### src/pfbc_pkg.sv
// constants shared by the fetch front end and its memory bus sequencer
`default_nettype none
package pfbc_pkg;
  localparam int QDEPTH      = 6;
  localparam int NWAY        = 4;
  localparam int MCYCLE_CLKS = 4;
  localparam int STD_MCYCLE  = 12;
  localparam int WAITS_5V    = 4;
  localparam int WAITS_3V3   = 5;
  localparam int AW          = 16;
  localparam int WW          = 3;
  // bus control register layout
  localparam int BCR_W       = 8;
  localparam int BCR_CW_LSB  = 0;
  localparam int BCR_DW_LSB  = 3;
  localparam int BCR_SEP_BIT = 6;
  localparam int BCR_EN_BIT  = 7;
  localparam logic [BCR_W-1:0] BCR_RST_5V  = 8'ha4;
  localparam logic [BCR_W-1:0] BCR_RST_3V3 = 8'had;
  typedef logic [7:0]    pfbc_byte_t;
  typedef logic [AW-1:0] pfbc_addr_t;
  typedef logic [WW-1:0] pfbc_wait_t;
endpackage : pfbc_pkg
`default_nettype wire

### src/pfbc_bus_if.sv
// request and answer signals between front end and bus sequencer
`timescale 1ns/1ps
`default_nettype none
interface pfbc_bus_if;
  import pfbc_pkg::*;
  logic        req;
  logic        code;
  logic        we;
  pfbc_addr_t  addr;
  pfbc_byte_t  wdata;
  pfbc_wait_t  waits;
  logic        busy;
  logic        code_done;
  logic        data_done;
  pfbc_byte_t  rdata;
  modport ctl (output req, code, we, addr, wdata, waits,
               input busy, code_done, data_done, rdata);
  modport seq (input req, code, we, addr, wdata, waits,
               output busy, code_done, data_done, rdata);
endinterface : pfbc_bus_if
`default_nettype wire

### src/pfbc_bus_seq.sv
// program memory bus sequencer with programmable wait states
`timescale 1ns/1ps
`default_nettype none
module pfbc_bus_seq (
  input  wire logic          clk_sys,
  input  wire logic          sys_rst,
  pfbc_bus_if.seq            bus,
  input  wire pfbc_pkg::pfbc_byte_t pm_rdata,
  output var  pfbc_pkg::pfbc_addr_t pm_addr,
  output var  pfbc_pkg::pfbc_byte_t pm_wdata,
  output var  logic          pm_rd,
  output var  logic          pm_wr,
  output var  logic          pm_code
);
  import pfbc_pkg::*;
  logic       busy_q;
  pfbc_wait_t wcnt_q;
  logic       cdone_q;
  logic       ddone_q;
  pfbc_byte_t rdata_q;
  logic [3:0] span_q;
  pfbc_wait_t wlat_q;

  assign bus.busy      = busy_q;
  assign bus.code_done = cdone_q;
  assign bus.data_done = ddone_q;
  assign bus.rdata     = rdata_q;

  always_ff @(posedge clk_sys) begin
    if (sys_rst) begin
      busy_q  <= 1'b0;
      wcnt_q  <= '0;
      cdone_q <= 1'b0;
      ddone_q <= 1'b0;
      rdata_q <= '0;
      pm_addr <= '0;
      pm_wdata <= '0;
      pm_rd   <= 1'b0;
      pm_wr   <= 1'b0;
      pm_code <= 1'b0;
    end else begin
      cdone_q <= 1'b0;
      ddone_q <= 1'b0;
      if (!busy_q && bus.req) begin
        busy_q   <= 1'b1;
        wcnt_q   <= bus.waits;
        pm_addr  <= bus.addr;
        pm_wdata <= bus.wdata;
        pm_rd    <= !bus.we;
        pm_wr    <= bus.we;
        pm_code  <= bus.code;
      end else if (busy_q && wcnt_q != '0) begin
        wcnt_q <= wcnt_q - 3'd1;
      end else if (busy_q) begin
        busy_q  <= 1'b0;
        pm_rd   <= 1'b0;
        pm_wr   <= 1'b0;
        rdata_q <= pm_rdata;
        cdone_q <= pm_code;
        ddone_q <= !pm_code;
      end
    end
  end

  // strobe length counter seen only by the check below
  always_ff @(posedge clk_sys) begin
    if (sys_rst) begin
      span_q <= '0;
      wlat_q <= '0;
    end else if (!busy_q && bus.req) begin
      // counts clocks with a strobe high, so a finished access reads waits plus one
      span_q <= 4'd0;
      wlat_q <= bus.waits;
    end else if (pm_rd || pm_wr) begin
      span_q <= span_q + 4'd1;
    end
  end
endmodule : pfbc_bus_seq
`default_nettype wire

### src/pfbc_front.sv
// prefetch queue and branch target cache of the core fetch front end
`timescale 1ns/1ps
`default_nettype none
module pfbc_front #(
  parameter bit LOW_VOLT = 1'b0
) (
  input  wire logic                 clk_sys,
  input  wire logic                 sys_rst,
  input  wire logic                 bcr_wr,
  input  wire pfbc_pkg::pfbc_byte_t bcr_wdata,
  output var  pfbc_pkg::pfbc_byte_t bcr_rdata,
  input  wire logic                 branch_req,
  input  wire pfbc_pkg::pfbc_addr_t branch_addr,
  input  wire logic                 fetch_req,
  input  wire logic [1:0]           fetch_len,
  output var  logic                 instr_valid,
  output var  logic [23:0]          instr_bytes,
  output var  logic                 core_stall,
  output var  logic                 mcycle_tick,
  output var  logic                 bc_hit,
  input  wire logic                 dat_req,
  input  wire logic                 dat_we,
  input  wire pfbc_pkg::pfbc_addr_t dat_addr,
  input  wire pfbc_pkg::pfbc_byte_t dat_wdata,
  output var  logic                 dat_done,
  output var  pfbc_pkg::pfbc_byte_t dat_rdata,
  input  wire pfbc_pkg::pfbc_byte_t pm_rdata,
  output var  pfbc_pkg::pfbc_addr_t pm_addr,
  output var  pfbc_pkg::pfbc_byte_t pm_wdata,
  output var  logic                 pm_rd,
  output var  logic                 pm_wr,
  output var  logic                 pm_code
);
  import pfbc_pkg::*;

  pfbc_bus_if bus ();

  pfbc_bus_seq u_seq (
    .clk_sys  (clk_sys),
    .sys_rst  (sys_rst),
    .bus      (bus.seq),
    .pm_rdata (pm_rdata),
    .pm_addr  (pm_addr),
    .pm_wdata (pm_wdata),
    .pm_rd    (pm_rd),
    .pm_wr    (pm_wr),
    .pm_code  (pm_code)
  );

  localparam logic [BCR_W-1:0] BCR_RST = LOW_VOLT ? BCR_RST_3V3 : BCR_RST_5V;

  function automatic logic [1:0] way_of(input logic [NWAY-1:0] v);
    logic [1:0] r;
    r = 2'd0;
    for (int i = 0; i < NWAY; i++) begin
      if (v[i]) begin
        r = 2'(i);
      end
    end
    return r;
  endfunction

  // ---- bus control register
  logic       en;
  logic       sep;
  pfbc_wait_t cwait;
  pfbc_wait_t dwait;
  assign en    = bcr_rdata[BCR_EN_BIT];
  assign sep   = bcr_rdata[BCR_SEP_BIT];
  assign cwait = bcr_rdata[BCR_CW_LSB +: WW];
  assign dwait = bcr_rdata[BCR_DW_LSB +: WW];

  always_ff @(posedge clk_sys) begin
    if (sys_rst) begin
      bcr_rdata <= BCR_RST;
    end else if (bcr_wr) begin
      bcr_rdata <= bcr_wdata;
    end
  end

  // ---- machine cycle timer
  logic [1:0] mc_q;
  logic       mc_last;
  assign mc_last = (mc_q == 2'(MCYCLE_CLKS - 1));

  always_ff @(posedge clk_sys) begin
    if (sys_rst) begin
      mc_q        <= '0;
      mcycle_tick <= 1'b0;
    end else begin
      mc_q        <= mc_q + 2'd1;
      mcycle_tick <= mc_last;
    end
  end

  // ---- branch target cache storage
  logic [NWAY-1:0] vld_q;
  pfbc_addr_t      tag_q [NWAY];
  pfbc_byte_t      cbyte_q [NWAY][QDEPTH];
  logic [2:0]      clen_q [NWAY];
  logic [1:0]      age_q [NWAY];
  logic [NWAY-1:0] hit_v;
  logic [NWAY-1:0] lru_v;
  logic            hit;
  logic [1:0]      hway;
  logic [1:0]      vway;

  for (genvar g = 0; g < NWAY; g++) begin : g_cmp
    assign hit_v[g] = vld_q[g] && (tag_q[g] == branch_addr);
    assign lru_v[g] = (age_q[g] == 2'(NWAY - 1));
  end
  assign hit  = en && (hit_v != '0);
  assign hway = way_of(hit_v);
  assign vway = way_of(lru_v);

  // ---- queue state
  pfbc_byte_t q_q [QDEPTH];
  logic [2:0] cnt_q;
  pfbc_addr_t faddr_q;
  logic       cpend_q;
  logic       drop_q;
  logic       dpend_q;
  logic       fill_q;
  logic [1:0] fway_q;
  logic [2:0] flen_q;

  logic       deliver;
  logic       push;
  logic       room;
  logic       issue_code;
  logic       issue_data;
  logic [2:0] pop_n;

  assign deliver = mc_last && fetch_req && fetch_len != 2'd0 &&
                   cnt_q >= {1'b0, fetch_len} && !branch_req;
  assign pop_n   = deliver ? {1'b0, fetch_len} : 3'd0;
  assign push    = bus.code_done && !drop_q && !branch_req;

  always_comb begin
    if (en) begin
      room = ({1'b0, cnt_q} + {3'd0, cpend_q}) < 4'(QDEPTH);
    end else begin
      room = fetch_req &&
             ({1'b0, cnt_q} + {3'd0, cpend_q}) < {2'd0, fetch_len};
    end
  end

  // code reads fill idle bus time while en is set; with en clear they are issued only for fetch demand
  assign issue_data = dat_req && !dpend_q && !bus.busy;
  assign issue_code = !issue_data && !dat_req && !bus.busy &&
                      !cpend_q && room && !branch_req;

  assign bus.req   = issue_data || issue_code;
  assign bus.code  = !issue_data;
  assign bus.we    = issue_data && dat_we;
  assign bus.addr  = issue_data ? dat_addr : faddr_q;
  assign bus.wdata = dat_wdata;
  assign bus.waits = (issue_data && sep) ? dwait : cwait;

  // queue next value
  pfbc_byte_t q_d [QDEPTH];
  logic [2:0] cnt_d;
  always_comb begin
    for (int i = 0; i < QDEPTH; i++) begin
      q_d[i] = '0;
    end
    cnt_d = cnt_q;
    if (branch_req) begin
      if (hit) begin
        for (int i = 0; i < QDEPTH; i++) begin
          q_d[i] = cbyte_q[hway][i];
        end
        cnt_d = clen_q[hway];
      end else begin
        cnt_d = 3'd0;
      end
    end else begin
      for (int i = 0; i < QDEPTH; i++) begin
        if (i + int'(pop_n) < QDEPTH) begin
          q_d[i] = q_q[i + int'(pop_n)];
        end
      end
      cnt_d = cnt_q - pop_n;
      if (push) begin
        q_d[cnt_d] = bus.rdata;
        cnt_d      = cnt_d + 3'd1;
      end
    end
  end

  always_ff @(posedge clk_sys) begin
    if (sys_rst) begin
      cnt_q <= '0;
      for (int i = 0; i < QDEPTH; i++) begin
        q_q[i] <= '0;
      end
    end else begin
      cnt_q <= cnt_d;
      q_q   <= q_d;
    end
  end

  // fetch address and outstanding accesses
  always_ff @(posedge clk_sys) begin
    if (sys_rst) begin
      faddr_q <= '0;
      cpend_q <= 1'b0;
      drop_q  <= 1'b0;
      dpend_q <= 1'b0;
    end else begin
      if (branch_req) begin
        faddr_q <= hit ? branch_addr + AW'(clen_q[hway]) : branch_addr;
      end else if (issue_code) begin
        faddr_q <= faddr_q + 16'h0001;
      end
      if (issue_code) begin
        cpend_q <= 1'b1;
      end else if (bus.code_done) begin
        cpend_q <= 1'b0;
      end
      // read in flight at a branch is not queued
      if (bus.code_done) begin
        drop_q <= 1'b0;
      end else if (branch_req && cpend_q) begin
        drop_q <= 1'b1;
      end
      if (issue_data) begin
        dpend_q <= 1'b1;
      end else if (bus.data_done) begin
        dpend_q <= 1'b0;
      end
    end
  end

  // ---- cache fill, replacement and invalidation
  always_ff @(posedge clk_sys) begin
    if (sys_rst) begin
      vld_q  <= '0;
      fill_q <= 1'b0;
      fway_q <= '0;
      flen_q <= '0;
      for (int w = 0; w < NWAY; w++) begin
        tag_q[w]  <= '0;
        clen_q[w] <= '0;
        age_q[w]  <= 2'(w);
        for (int i = 0; i < QDEPTH; i++) begin
          cbyte_q[w][i] <= '0;
        end
      end
    end else if (!en) begin
      vld_q  <= '0;
      fill_q <= 1'b0;
    end else if (branch_req) begin
      for (int w = 0; w < NWAY; w++) begin
        if (age_q[w] < age_q[hit ? hway : vway]) begin
          age_q[w] <= age_q[w] + 2'd1;
        end
      end
      age_q[hit ? hway : vway] <= 2'd0;
      fill_q <= !hit;
      if (!hit) begin
        vld_q[vway]  <= 1'b0;
        tag_q[vway]  <= branch_addr;
        clen_q[vway] <= 3'd0;
        fway_q       <= vway;
        flen_q       <= 3'd0;
      end
    end else if (fill_q && push) begin
      cbyte_q[fway_q][flen_q] <= bus.rdata;
      clen_q[fway_q]          <= flen_q + 3'd1;
      vld_q[fway_q]           <= 1'b1;
      flen_q                  <= flen_q + 3'd1;
      fill_q                  <= (flen_q != 3'(QDEPTH - 1));
    end
  end

  // ---- outputs to core
  always_ff @(posedge clk_sys) begin
    if (sys_rst) begin
      instr_valid <= 1'b0;
      instr_bytes <= '0;
      core_stall  <= 1'b0;
      bc_hit      <= 1'b0;
      dat_done    <= 1'b0;
      dat_rdata   <= '0;
    end else begin
      instr_valid <= deliver;
      if (deliver) begin
        instr_bytes <= {q_q[2], q_q[1], q_q[0]};
      end
      core_stall <= fetch_req && fetch_len != 2'd0 &&
                    (branch_req || cnt_q < {1'b0, fetch_len});
      bc_hit     <= branch_req && hit;
      dat_done   <= bus.data_done;
      if (bus.data_done) begin
        dat_rdata <= bus.rdata;
      end
    end
  end
endmodule : pfbc_front
`default_nettype wire

### config.mk
export PLATFORM = sky130hd
export DESIGN_NAME = pfbc_front
export DESIGN_NICKNAME = d
export VERILOG_FILES = /design/src/pfbc_pkg.sv /design/src/pfbc_bus_if.sv /design/src/pfbc_bus_seq.sv /design/src/pfbc_front.sv
export SDC_FILE = /design/constraint.sdc
export NUM_CORES = 1
export LEC_CHECK = 0
export BUFFER_PORTS_ARGS = -buffer_cell sky130_fd_sc_hd__buf_2
export CORE_AREA = 4 4 171 339
export CTS_CLUSTER_DIAMETER = 150
export DETAILED_ROUTE_END_ITERATION = 10
export DIE_AREA = 0 0 175 343
export SYNTH_ARGS = -nofsm -noshare
export SYNTH_HDL_FRONTEND = slang
export SYNTH_SLANG_ARGS = --single-unit
### constraint.sdc
create_clock -name clk_sys -period 4.3 [get_ports clk_sys]
set_input_delay 0.645 -clock clk_sys [delete_from_list [all_inputs] [get_ports clk_sys]]
set_output_delay 0.645 -clock clk_sys [all_outputs]
set_load 0.05 [all_outputs]
==> run_results.csv, run 1 <==
group,metric,value,unit
yosys,synth_top_area_frac,0.367,
die,core_area,55300,sq um
yosys,synth_ff_type,"edfxtp_1",
layout,area_delta_synth_final,13.8,%
clocking,cts_resized,0,
yosys,async_reset_ff_frac,0,
status,status,"finished, final reports clean",
yosys,netlist_area,21900,sq um
layout,multi_input_area,9600,sq um
timing,min_period_over_period,0.929,
pwr,clock_power_share,0.369,
place,place_area,23500,sq um
place,hpwl,49000,microns
timing,fin_worst_skew,0.0204,ns
pwr,netSwitchingPower,2.95,mW
setup_path,cp.required,4.68,ns
die,fp.dieH,343,microns
layout,drive_gt1_frac,0.141,
layout,register_area,11600,sq um
die,start_util,0.397,
timing,slew_violations,0,
hold_path,hold_class,"in2reg",
drt,vias_per_cell,5.41,
pwr,power_frac_comb,0.150,
setup_path,arrival,4.37,ns
drt,wl_met3,1990,microns
timing,setup_viol,0,
clocking,ctsLongestPathBuffers,3,
drt,vias,16563,
global_route,grt_pass1_wl,100000,microns
place,place_congestion,0.946,
clocking,cts_num_sinks,444,
pwr,irDropWorstVdd,0.337,mV
drt,highest_layer,"met5",
flow_run,cap_violations,0,
clocking,clk_pin_slew,0.06,ns
drt,drt-pass1-iter-count,5,
timing,rsz0062_at_grt,"no",
timing,fmax,250,MHz
layout,layout.nets,2370,
pwr,p_total,10.3,mW
yosys,ys_seq_elements,444,
global_route,track_usage,0.216,
clocking,hold_buffers,0,
yosys,syn_nets,2269,
global_route,grt_overflow,0,
setup_path,crit_path_max_fanout,5,
timing,period_needed,3.99,ns
drt,drcViolationCount,0,
setup_path,setup.worst_path.start_class,"flip-flop",
clocking,post_cts_buffers,0,
timing,slew_headroom,0.233,
clocking,cts_made_buffers,43,
timing,hold_viol,0,
yosys,ys_types,76,
drt,met1_length,22300,microns
layout,final_area,24900,sq um
setup_path,path_class,"reg2reg",
clocking,clkLatencyLatePin,0.56,ns
setup_path,endpoint_kind,"flip-flop",
clocking,cts_tree,"built",
yosys,syn_avg_cell_area,10.1,sq um
yosys,yosysTopAreaCell,"edfxtp_1",
yosys,ys_seq_area_frac,0.528,
die,fp.dieW,175,microns
place,io_buffers,136,
yosys,synth_enable_flop_cells,268,
yosys,yosys-top-cells-area,"edfxtp_1 (37%), dfxtp_1 (16%), mux2i_1 (6.7%)",
global_route,grt_max_degree,105,
timing,fin_tns_setup,0,ns
pwr,seq_power_share,0.482,
global_route,antenna_found_initial,1,
drt,drt_first_iter_violations,902,
die,num_rows,122,
pwr,netSwitchingFraction,0.287,
drt,wl_per_cell,21.8,microns
drt,routed_wl,66600,microns
pwr,p_per_area,413,nW/um^2
die,dieArea,60000,sq um
yosys,synthCells,2181,
pwr,leakagePower,10.0,nW
layout,fill_cells,5351,
clocking,htreeDepth,2,
global_route,grt_pass1_vias,17027,
layout,antenna_cells,0,
pwr,intPower,7.35,mW
drt,ant_nets,0,
drt,dr_wl_met2,37700,microns
die,ioPinCount,137,
timing,worst_slew_pin_slew,1.15,ns
yosys,yosysWarnings,0,
clocking,clockRootBuffer,"clkbuf_16",
==> Yosys cell counts (all sizes together), types with 6 or more instances <==
library cell and n:
and3 12, dfxtp 176, o311ai 8, nor2 226
a221oi 6, nand2b 10, nand2 232, nand4 17
mux2i 147, inv 46, o211ai 11, o21ai 126
ha 21, edfxtp 268, a21oi 132, nor4 15
clkbuf 109, nand3 20, nor2b 16, xor2 24
and2 199, buf 43, a21o 6, nor3 47
a211oi 88, mux2 24, xnor2 74
==> power groups by stage <==
stage	clock network, mW	logic (mW)	registers, mW
2_1_floorplan	0	0.959	5.06
6_report	3.80	1.54	4.96
4_1_cts	3.88	1.54	4.96
3_5_place_dp	0	1.54	5.05
3_3_place_gp	0	1.52	5.05
5_1_grt	4.02	1.67	4.98
==> layer usage <==
metal / vias to the layer above / GRT usage
met1: 8047 / 0.210
met2: 411 / 0.435
met5: - / 0
met3: 190 / 0.0213
li1: 7913 / -
met4: 2 / 0.125
==> cell families after synthesis <==
logic type               after synthesis  share of synthesized area
flip-flops                           444                      0.528
adder cells (fa/ha/maj)               24                     0.0143
multiplexers                         171                     0.0795
buffers and inverters                198                     0.0354
XOR/XNOR                              98                     0.0392
AND/OR/NAND/NOR                      819                      0.182
AO/OA/AOI/OAI                        427                      0.122
==> cell usage in the layout (no fill, tap or decap), drive strengths merged, types with 6 or more instances in the layout <==
master / Yosys / final
o21ai: 126 / 126
nand2: 232 / 232
and3: 12 / 12
xor2: 24 / 24
a221oi: 6 / 6
inv: 46 / 48
o211ai: 11 / 11
dfxtp: 176 / 176
a211oi: 88 / 88
mux2i: 147 / 147
and2: 199 / 199
nand4: 17 / 17
mux2: 24 / 24
nor2: 226 / 226
ha: 21 / 21
clkbuf: 109 / 57
nor4: 15 / 15
nor2b: 16 / 16
o311ai: 8 / 8
edfxtp: 268 / 268
clkinv: 0 / 16
nand3: 20 / 20
a21oi: 132 / 132
nand2b: 10 / 10
xnor2: 74 / 74
a21o: 6 / 6
nor3: 47 / 47
buf: 43 / 208
==> final timing paths <==
path / startpoint / end / slack [ns] / cells past startpoint
setup / recovery: tag_q[1][15] / faddr_q[15] / 0.31 / 14
hold / removal: dat_we / u_seq.pm_rd / 0.29 / 2
setup reg to reg: tag_q[1][15] / faddr_q[15] / 0.31 / 14
hold reg to reg: mc_q[0] / mc_q[0] / 0.42 / 1
==> flip-flops by register name, indices dropped and copies added (netlist names), 12 cells and up <==
name           flops
clen_q            12
cbyte_q          192
instr_bytes       24
q_q               48
tag_q             64
faddr_q           16
u_seq.pm_addr     16
==> layout make-up <==
cell class,count,area share
timing repair buffer,208,0.0501
tap,744,0.0373
inverter,46,0.00692
sequential,444,0.464
multi-input combinational,1539,0.385
clock buffer,57,0.0503
clock inverter,21,0.00627
==> metrics by stage <==
| step | hold slack (ns) | util | setup WS, ns | std cells |
|---|---|---|---|---|
| after floorplan | 0.390 | - | 0.246 | 2181 |
| after global placement | 0.401 | 0.426 | 0.137 | 2981 |
| after detailed placement | 0.405 | 0.426 | 0.0521 | 2981 |
| after CTS | 0.264 | 0.451 | 0.380 | 3059 |
| after global routing | 0.299 | 0.451 | 0.00755 | 3059 |
| final | 0.293 | 0.451 | 0.305 | 3059 |
==> worst max-delay path, stage by stage (launching register included) <==
cell	delay, ns
edfxtp_1	0.46
xnor2_1	0.29
nand4_1	0.12
nor3_1	0.39
nand4_1	0.44
mux2i_1	0.30
a211oi_1	0.12
a21o_1	0.22
ha_1	0.28
a21o_1	0.11
a21oi_1	0.08
or3b_4	0.44
nor4_2	0.30
xnor2_1	0.18
a211oi_2	0.09
(Power assumes the default switching activity.)
==> run 2: changes to the inputs <==
- RECOVER_POWER: not set -> 50
==> run_results.csv, run 2 (synthesis results as in run 1) <==
group,metric,value,unit
die,fp.dieW,175,microns
clocking,ctsLongestPathBuffers,3,
drt,routed_wl,66600,microns
timing,min_period_over_period,0.936,
layout,layout.nets,2370,
pwr,power_frac_comb,0.148,
global_route,grt_overflow,0,
timing,slew_violations,42,
die,ioPinCount,137,
place,place_congestion,0.946,
layout,layout_commonest_cell,"edfxtp_1",
hold_path,hold_class,"in2reg",
global_route,antenna_found_initial,1,
place,place_ws,0.0521,ns
drt,drt_first_iter_violations,883,
drt,drt-pass1-iter-count,5,
timing,fin_worst_skew,0.0206,ns
timing,setup_viol,0,
layout,fill_cells,5408,
clocking,hold_buffers,0,
global_route,grt_pass1_vias,17027,
setup_path,setup.worst_path.start_class,"input pin",
setup_path,endpoint_kind,"flip-flop",
clocking,post_cts_buffers,0,
drt,drcViolationCount,0,
place,place_area,23500,sq um
status,violations,"max-capacitance violations, max-slew violations",
pwr,irDropWorstVdd,0.335,mV
pwr,p_per_area,415,nW/um^2
drt,vias_per_cell,5.42,
die,num_rows,122,
layout,largest_reg_flops,192,
status,status,"complete, but fails checks",
drt,ant_nets,0,
global_route,grt_pass1_wl,100000,microns
pwr,clock_power_share,0.369,
pwr,leakagePower,9.59,nW
flow_run,cap_violations,1,
clocking,clk_pin_slew,0.07,ns
setup_path,arrival,4.25,ns
die,core_area,55300,sq um
global_route,grt_max_degree,105,
drt,wl_per_cell,21.8,microns
timing,slew_headroom,-0.629,
timing,rsz0062_at_grt,"no",
timing,postLayoutSetupSlackWorst,0.277,ns
timing,worst_slew_pin_slew,2.44,ns
layout,drive_gt1_frac,0.102,
setup_path,path_class,"in2reg",
timing,fin_tns_setup,0,ns
layout,area_delta_synth_final,13.0,%
clocking,htreeDepth,2,
clocking,clkLatencyLatePin,0.56,ns
place,hpwl,49000,microns
pwr,netSwitchingPower,2.95,mW
clocking,cts_num_sinks,444,
global_route,track_usage,0.216,
die,start_util,0.397,
layout,utilization,0.448,
setup_path,crit_path_max_fanout,41,
setup_path,cp.required,4.52,ns
layout,largest_register,"cbyte_q",
layout,antenna_cells,0,
pwr,seq_power_share,0.483,
pwr,netSwitchingFraction,0.287,
clocking,cts_tree,"built",
timing,fmax,249,MHz
pwr,intPower,7.34,mW
clocking,cts_resized,0,
die,dieArea,60000,sq um
timing,hold_viol,0,
timing,period_needed,4.02,ns
clocking,clockRootBuffer,"clkbuf_16",
clocking,cts_made_buffers,43,
place,io_buffers,136,
layout,final_area,24800,sq um
drt,vias,16578,
layout,largestRegisters,"cbyte_q x192, tag_q x64, q_q x48",
die,fp.dieH,343,microns
layout,mostFrequentLayoutCells,"edfxtp_1 (268), nand2_1 (230), nor2_1 (224)",
==> run 2: changes by cell type in the layout (fill, tap and decap cells not counted), sizes merged <==
cell,delta
buf,-90
clkbuf,+90
==> run 2: final timing paths <==
kind                        to  slack (ns)  cells past startpoint         start
setup reg to reg   faddr_q[15]        0.28                     14  tag_q[1][15]
hold reg to reg        mc_q[0]        0.42                      1       mc_q[0]
hold / removal     u_seq.pm_rd        0.29                      2        dat_we
setup / recovery  clen_q[0][2]        0.28                      8       sys_rst
==> run 2: through the flow <==
step	instances	hold slack, ns	power, mW
final	3059	0.291	10.3
after detailed placement	2981	0.405	6.59
after global placement	2981	0.401	6.56
after CTS	3059	0.264	10.4
after global routing	3059	0.299	10.7
after floorplan	2181	0.390	6.02
==> run 2: power by group through the flow <==
stage	sequential, mW	combinational, mW	clock (mW)
final	4.96	1.53	3.80
after global routing	4.98	1.65	4.02
after CTS	4.96	1.54	3.88
after detailed placement	5.05	1.54	0
after global placement	5.05	1.52	0
after floorplan	5.06	0.959	0
==> run 2: area by class of cell <==
type	count	area, sq um	share of cell area
Sequential cell	444	11600	0.467
Tap cell	744	931	0.0376
Inverter	46	173	0.00697
Clock buffer	57	1250	0.0506
Clock inverter	21	156	0.00631
Multi-Input combinational cell	1539	9590	0.387
Timing Repair Buffer	208	1090	0.0440
==> run 2: critical path, stage by stage <==
cell and delay [ns]:
clkbuf_1 0.28, inv_1 0.16, clkbuf_1 1.76, and3_1 0.47, nand2_1 0.18, o32ai_1 0.34
a22oi_1 0.20, nand2_1 0.21
==> run 2: per-layer routing <==
layer  GRT usage  vias to the layer above  wire [microns]
li1            -                     7928               -
met1       0.210                     8043           22300
met4       0.125                        2            4570
met2       0.435                      414           37700
met5           0                        -              13
met3      0.0213                      191            2000
==> run 3: changes to the inputs <==
- ABC_AREA: not set -> 1
- CORE_AREA: 4 4 171 339 -> 4 4 172 340
- DIE_AREA: 0 0 175 343 -> 0 0 176 344
==> run_results.csv, run 3 <==
group,metric,value,unit
clocking,post_cts_buffers,0,
pwr,p_per_area,435,nW/um^2
layout,final_area,25100,sq um
timing,setup_viol,0,
yosys,syn_avg_cell_area,8.24,sq um
setup_path,cp.required,4.50,ns
yosys,yosys-top-cells-area,"edfxtp_1 (36%), dfxtp_1 (16%), nand2_1 (9.1%)",
layout,utilization,0.448,
yosys,netlist_top_cells_count,"nand2_1 (534), nor2_1 (478), o21ai_0 (308)",
layout,largest_reg_flops,192,
timing,min_period_over_period,0.899,
clocking,cts_made_buffers,41,
clocking,clk_pin_slew,0.07,ns
layout,layout.nets,2902,
layout,drive_gt1_frac,0.100,
timing,fin_worst_skew,0.0219,ns
timing,rsz0062_at_grt,"no",
drt,drcViolationCount,0,
place,place_congestion,1.07,
global_route,grt_overflow,0,
drt,drt-pass1-iter-count,7,
yosys,netlist_area,22100,sq um
yosys,syn_nets,2775,
layout,antenna_cells,0,
setup_path,r2r_slack,0.47,ns
timing,slew_violations,51,
setup_path,crit_path_max_fanout,127,
clocking,hold_buffers,0,
die,num_rows,123,
yosys,synth_ff_type,"edfxtp_1",
yosys,async_reset_ff_frac,0,
clocking,ctsLongestPathBuffers,3,
layout,area_delta_synth_final,13.4,%
die,core_area,56000,sq um
pwr,leakagePower,9.85,nW
timing,fin_tns_setup,0,ns
setup_path,setup.worst_path.start_class,"input pin",
timing,hold_viol,0,
timing,period_needed,3.87,ns
global_route,antenna_found_initial,2,
setup_path,arrival,4.06,ns
drt,ant_nets,0,
die,start_util,0.395,
yosys,yosysWarnings,0,
hold_path,hold_class,"in2reg",
global_route,grt_pass1_vias,19847,
global_route,grt_max_degree,128,
pwr,p_total,10.9,mW
clocking,cts_tree,"built",
clocking,clockRootBuffer,"clkbuf_16",
clocking,cts_resized,0,
die,dieArea,60500,sq um
setup_path,path_class,"in2reg",
pwr,irDropWorstVdd,0.275,mV
yosys,ys_seq_area_frac,0.522,
yosys,yosysTopAreaCell,"edfxtp_1",
timing,fmax,259,MHz
yosys,synth_top_area_frac,0.363,
clocking,htreeDepth,2,
setup_path,endpoint_kind,"flip-flop",
yosys,ys_seq_elements,444,
drt,vias_per_cell,5.55,
die,fp.dieH,344,microns
timing,postLayoutSetupSlackWorst,0.435,ns
timing,worst_slew_pin_slew,1.75,ns
die,fp.dieW,176,microns
drt,drt_first_iter_violations,1509,
flow_run,cap_violations,2,
drt,routed_wl,82900,microns
layout,largest_register,"cbyte_q",
clocking,clkLatencyLatePin,0.57,ns
place,place_ws,0.0997,ns
place,hpwl,62200,microns
yosys,synthCells,2687,
yosys,yosysMostFrequentCell,"nand2_1",
place,io_buffers,136,
die,ioPinCount,137,
yosys,synth_enable_flop_cells,268,
clocking,cts_num_sinks,444,
global_route,grt_pass1_wl,120000,microns
drt,wl_per_cell,23.1,microns
layout,layout_commonest_cell,"nand2_1",
layout,largestRegisters,"cbyte_q x192, tag_q x64, q_q x48",
yosys,ys_types,58,
drt,vias,19947,
global_route,track_usage,0.265,
place,place_area,23900,sq um
layout,mostFrequentLayoutCells,"nand2_1 (535), nor2_1 (477), o21ai_0 (308)",
timing,slew_headroom,-0.169,
status,status,"complete, but fails checks",
status,violations,"max-capacitance violations, max-slew violations",
## run 3: changes by cell type after synthesis, sizes merged, moves of 68 or more
cell / before / now
inv: 46 / 233
nor2: 226 / 486
nand3: 20 / 95
mux2i: 147 / 4
o21ai: 126 / 321
xnor2: 74 / 6
a211oi: 88 / 6
and2: 199 / 2
nand2: 232 / 551
## run 3: cells by family (layout without fill, tap and decap cells)
logic type | count (synthesis) | in the layout | synth area share
AND/OR/NAND/NOR | 1237 | 1237 | 0.232
AO/OA/AOI/OAI | 578 | 578 | 0.155
flip-flops | 444 | 444 | 0.522
buffers and inverters | 382 | 542 | 0.0677
adder cells (fa/ha/maj) | 23 | 23 | 0.0137
XOR/XNOR | 18 | 18 | 0.00712
multiplexers | 5 | 5 | 0.00232
## run 3: cell type report
type / count / area, sq um
clock buffers: 52 / 1160
clock inverters: 24 / 243
fillers: 5749 / 30900
inverters: 236 / 887
multi-input cells: 1861 / 9080
flip-flops and latches: 444 / 11600
well taps: 750 / 938
repair buffers: 230 / 1240
## run 3: final timing paths
| path | start | to | depth (start not counted) |
|---|---|---|---|
| setup / recovery | sys_rst | tag_q[0][11] | 6 |
| hold / removal | bcr_wdata[2] | bcr_rdata[2] | 3 |
| setup reg to reg | tag_q[3][14] | faddr_q[7] | 17 |
| hold reg to reg | mc_q[0] | mc_q[0] | 1 |
## run 3: critical path, stage by stage
cell        delay, ns
clkbuf_1         0.12
clkbuf_1         1.28
clkinvlp_2       0.31
clkbuf_4         0.88
nand2_1          0.28
clkbuf_2         0.52
## run 3: routing by layer
metal	wire, microns	global-route usage
met5	0	0
met4	8330	0.220
met3	3440	0.0287
met2	44900	0.515
met1	26300	0.242
## run 3: through the flow
step | cells | hold slack [ns]
finish | 3597 | 0.300
floorplan | 2687 | 0.390
global placement | 3521 | 0.401
global route | 3597 | 0.302
detailed placement | 3521 | 0.416
CTS | 3597 | 0.274
## run 3: power breakdown
| part | internal (mW) | switching, mW | total, mW | leakage, nW |
|---|---|---|---|---|
| combinational | 0.502 | 1.53 | 2.03 | 4.97 |
| clock | 2.17 | 1.71 | 3.88 | 0.685 |
| sequential | 4.81 | 0.202 | 5.01 | 4.20 |
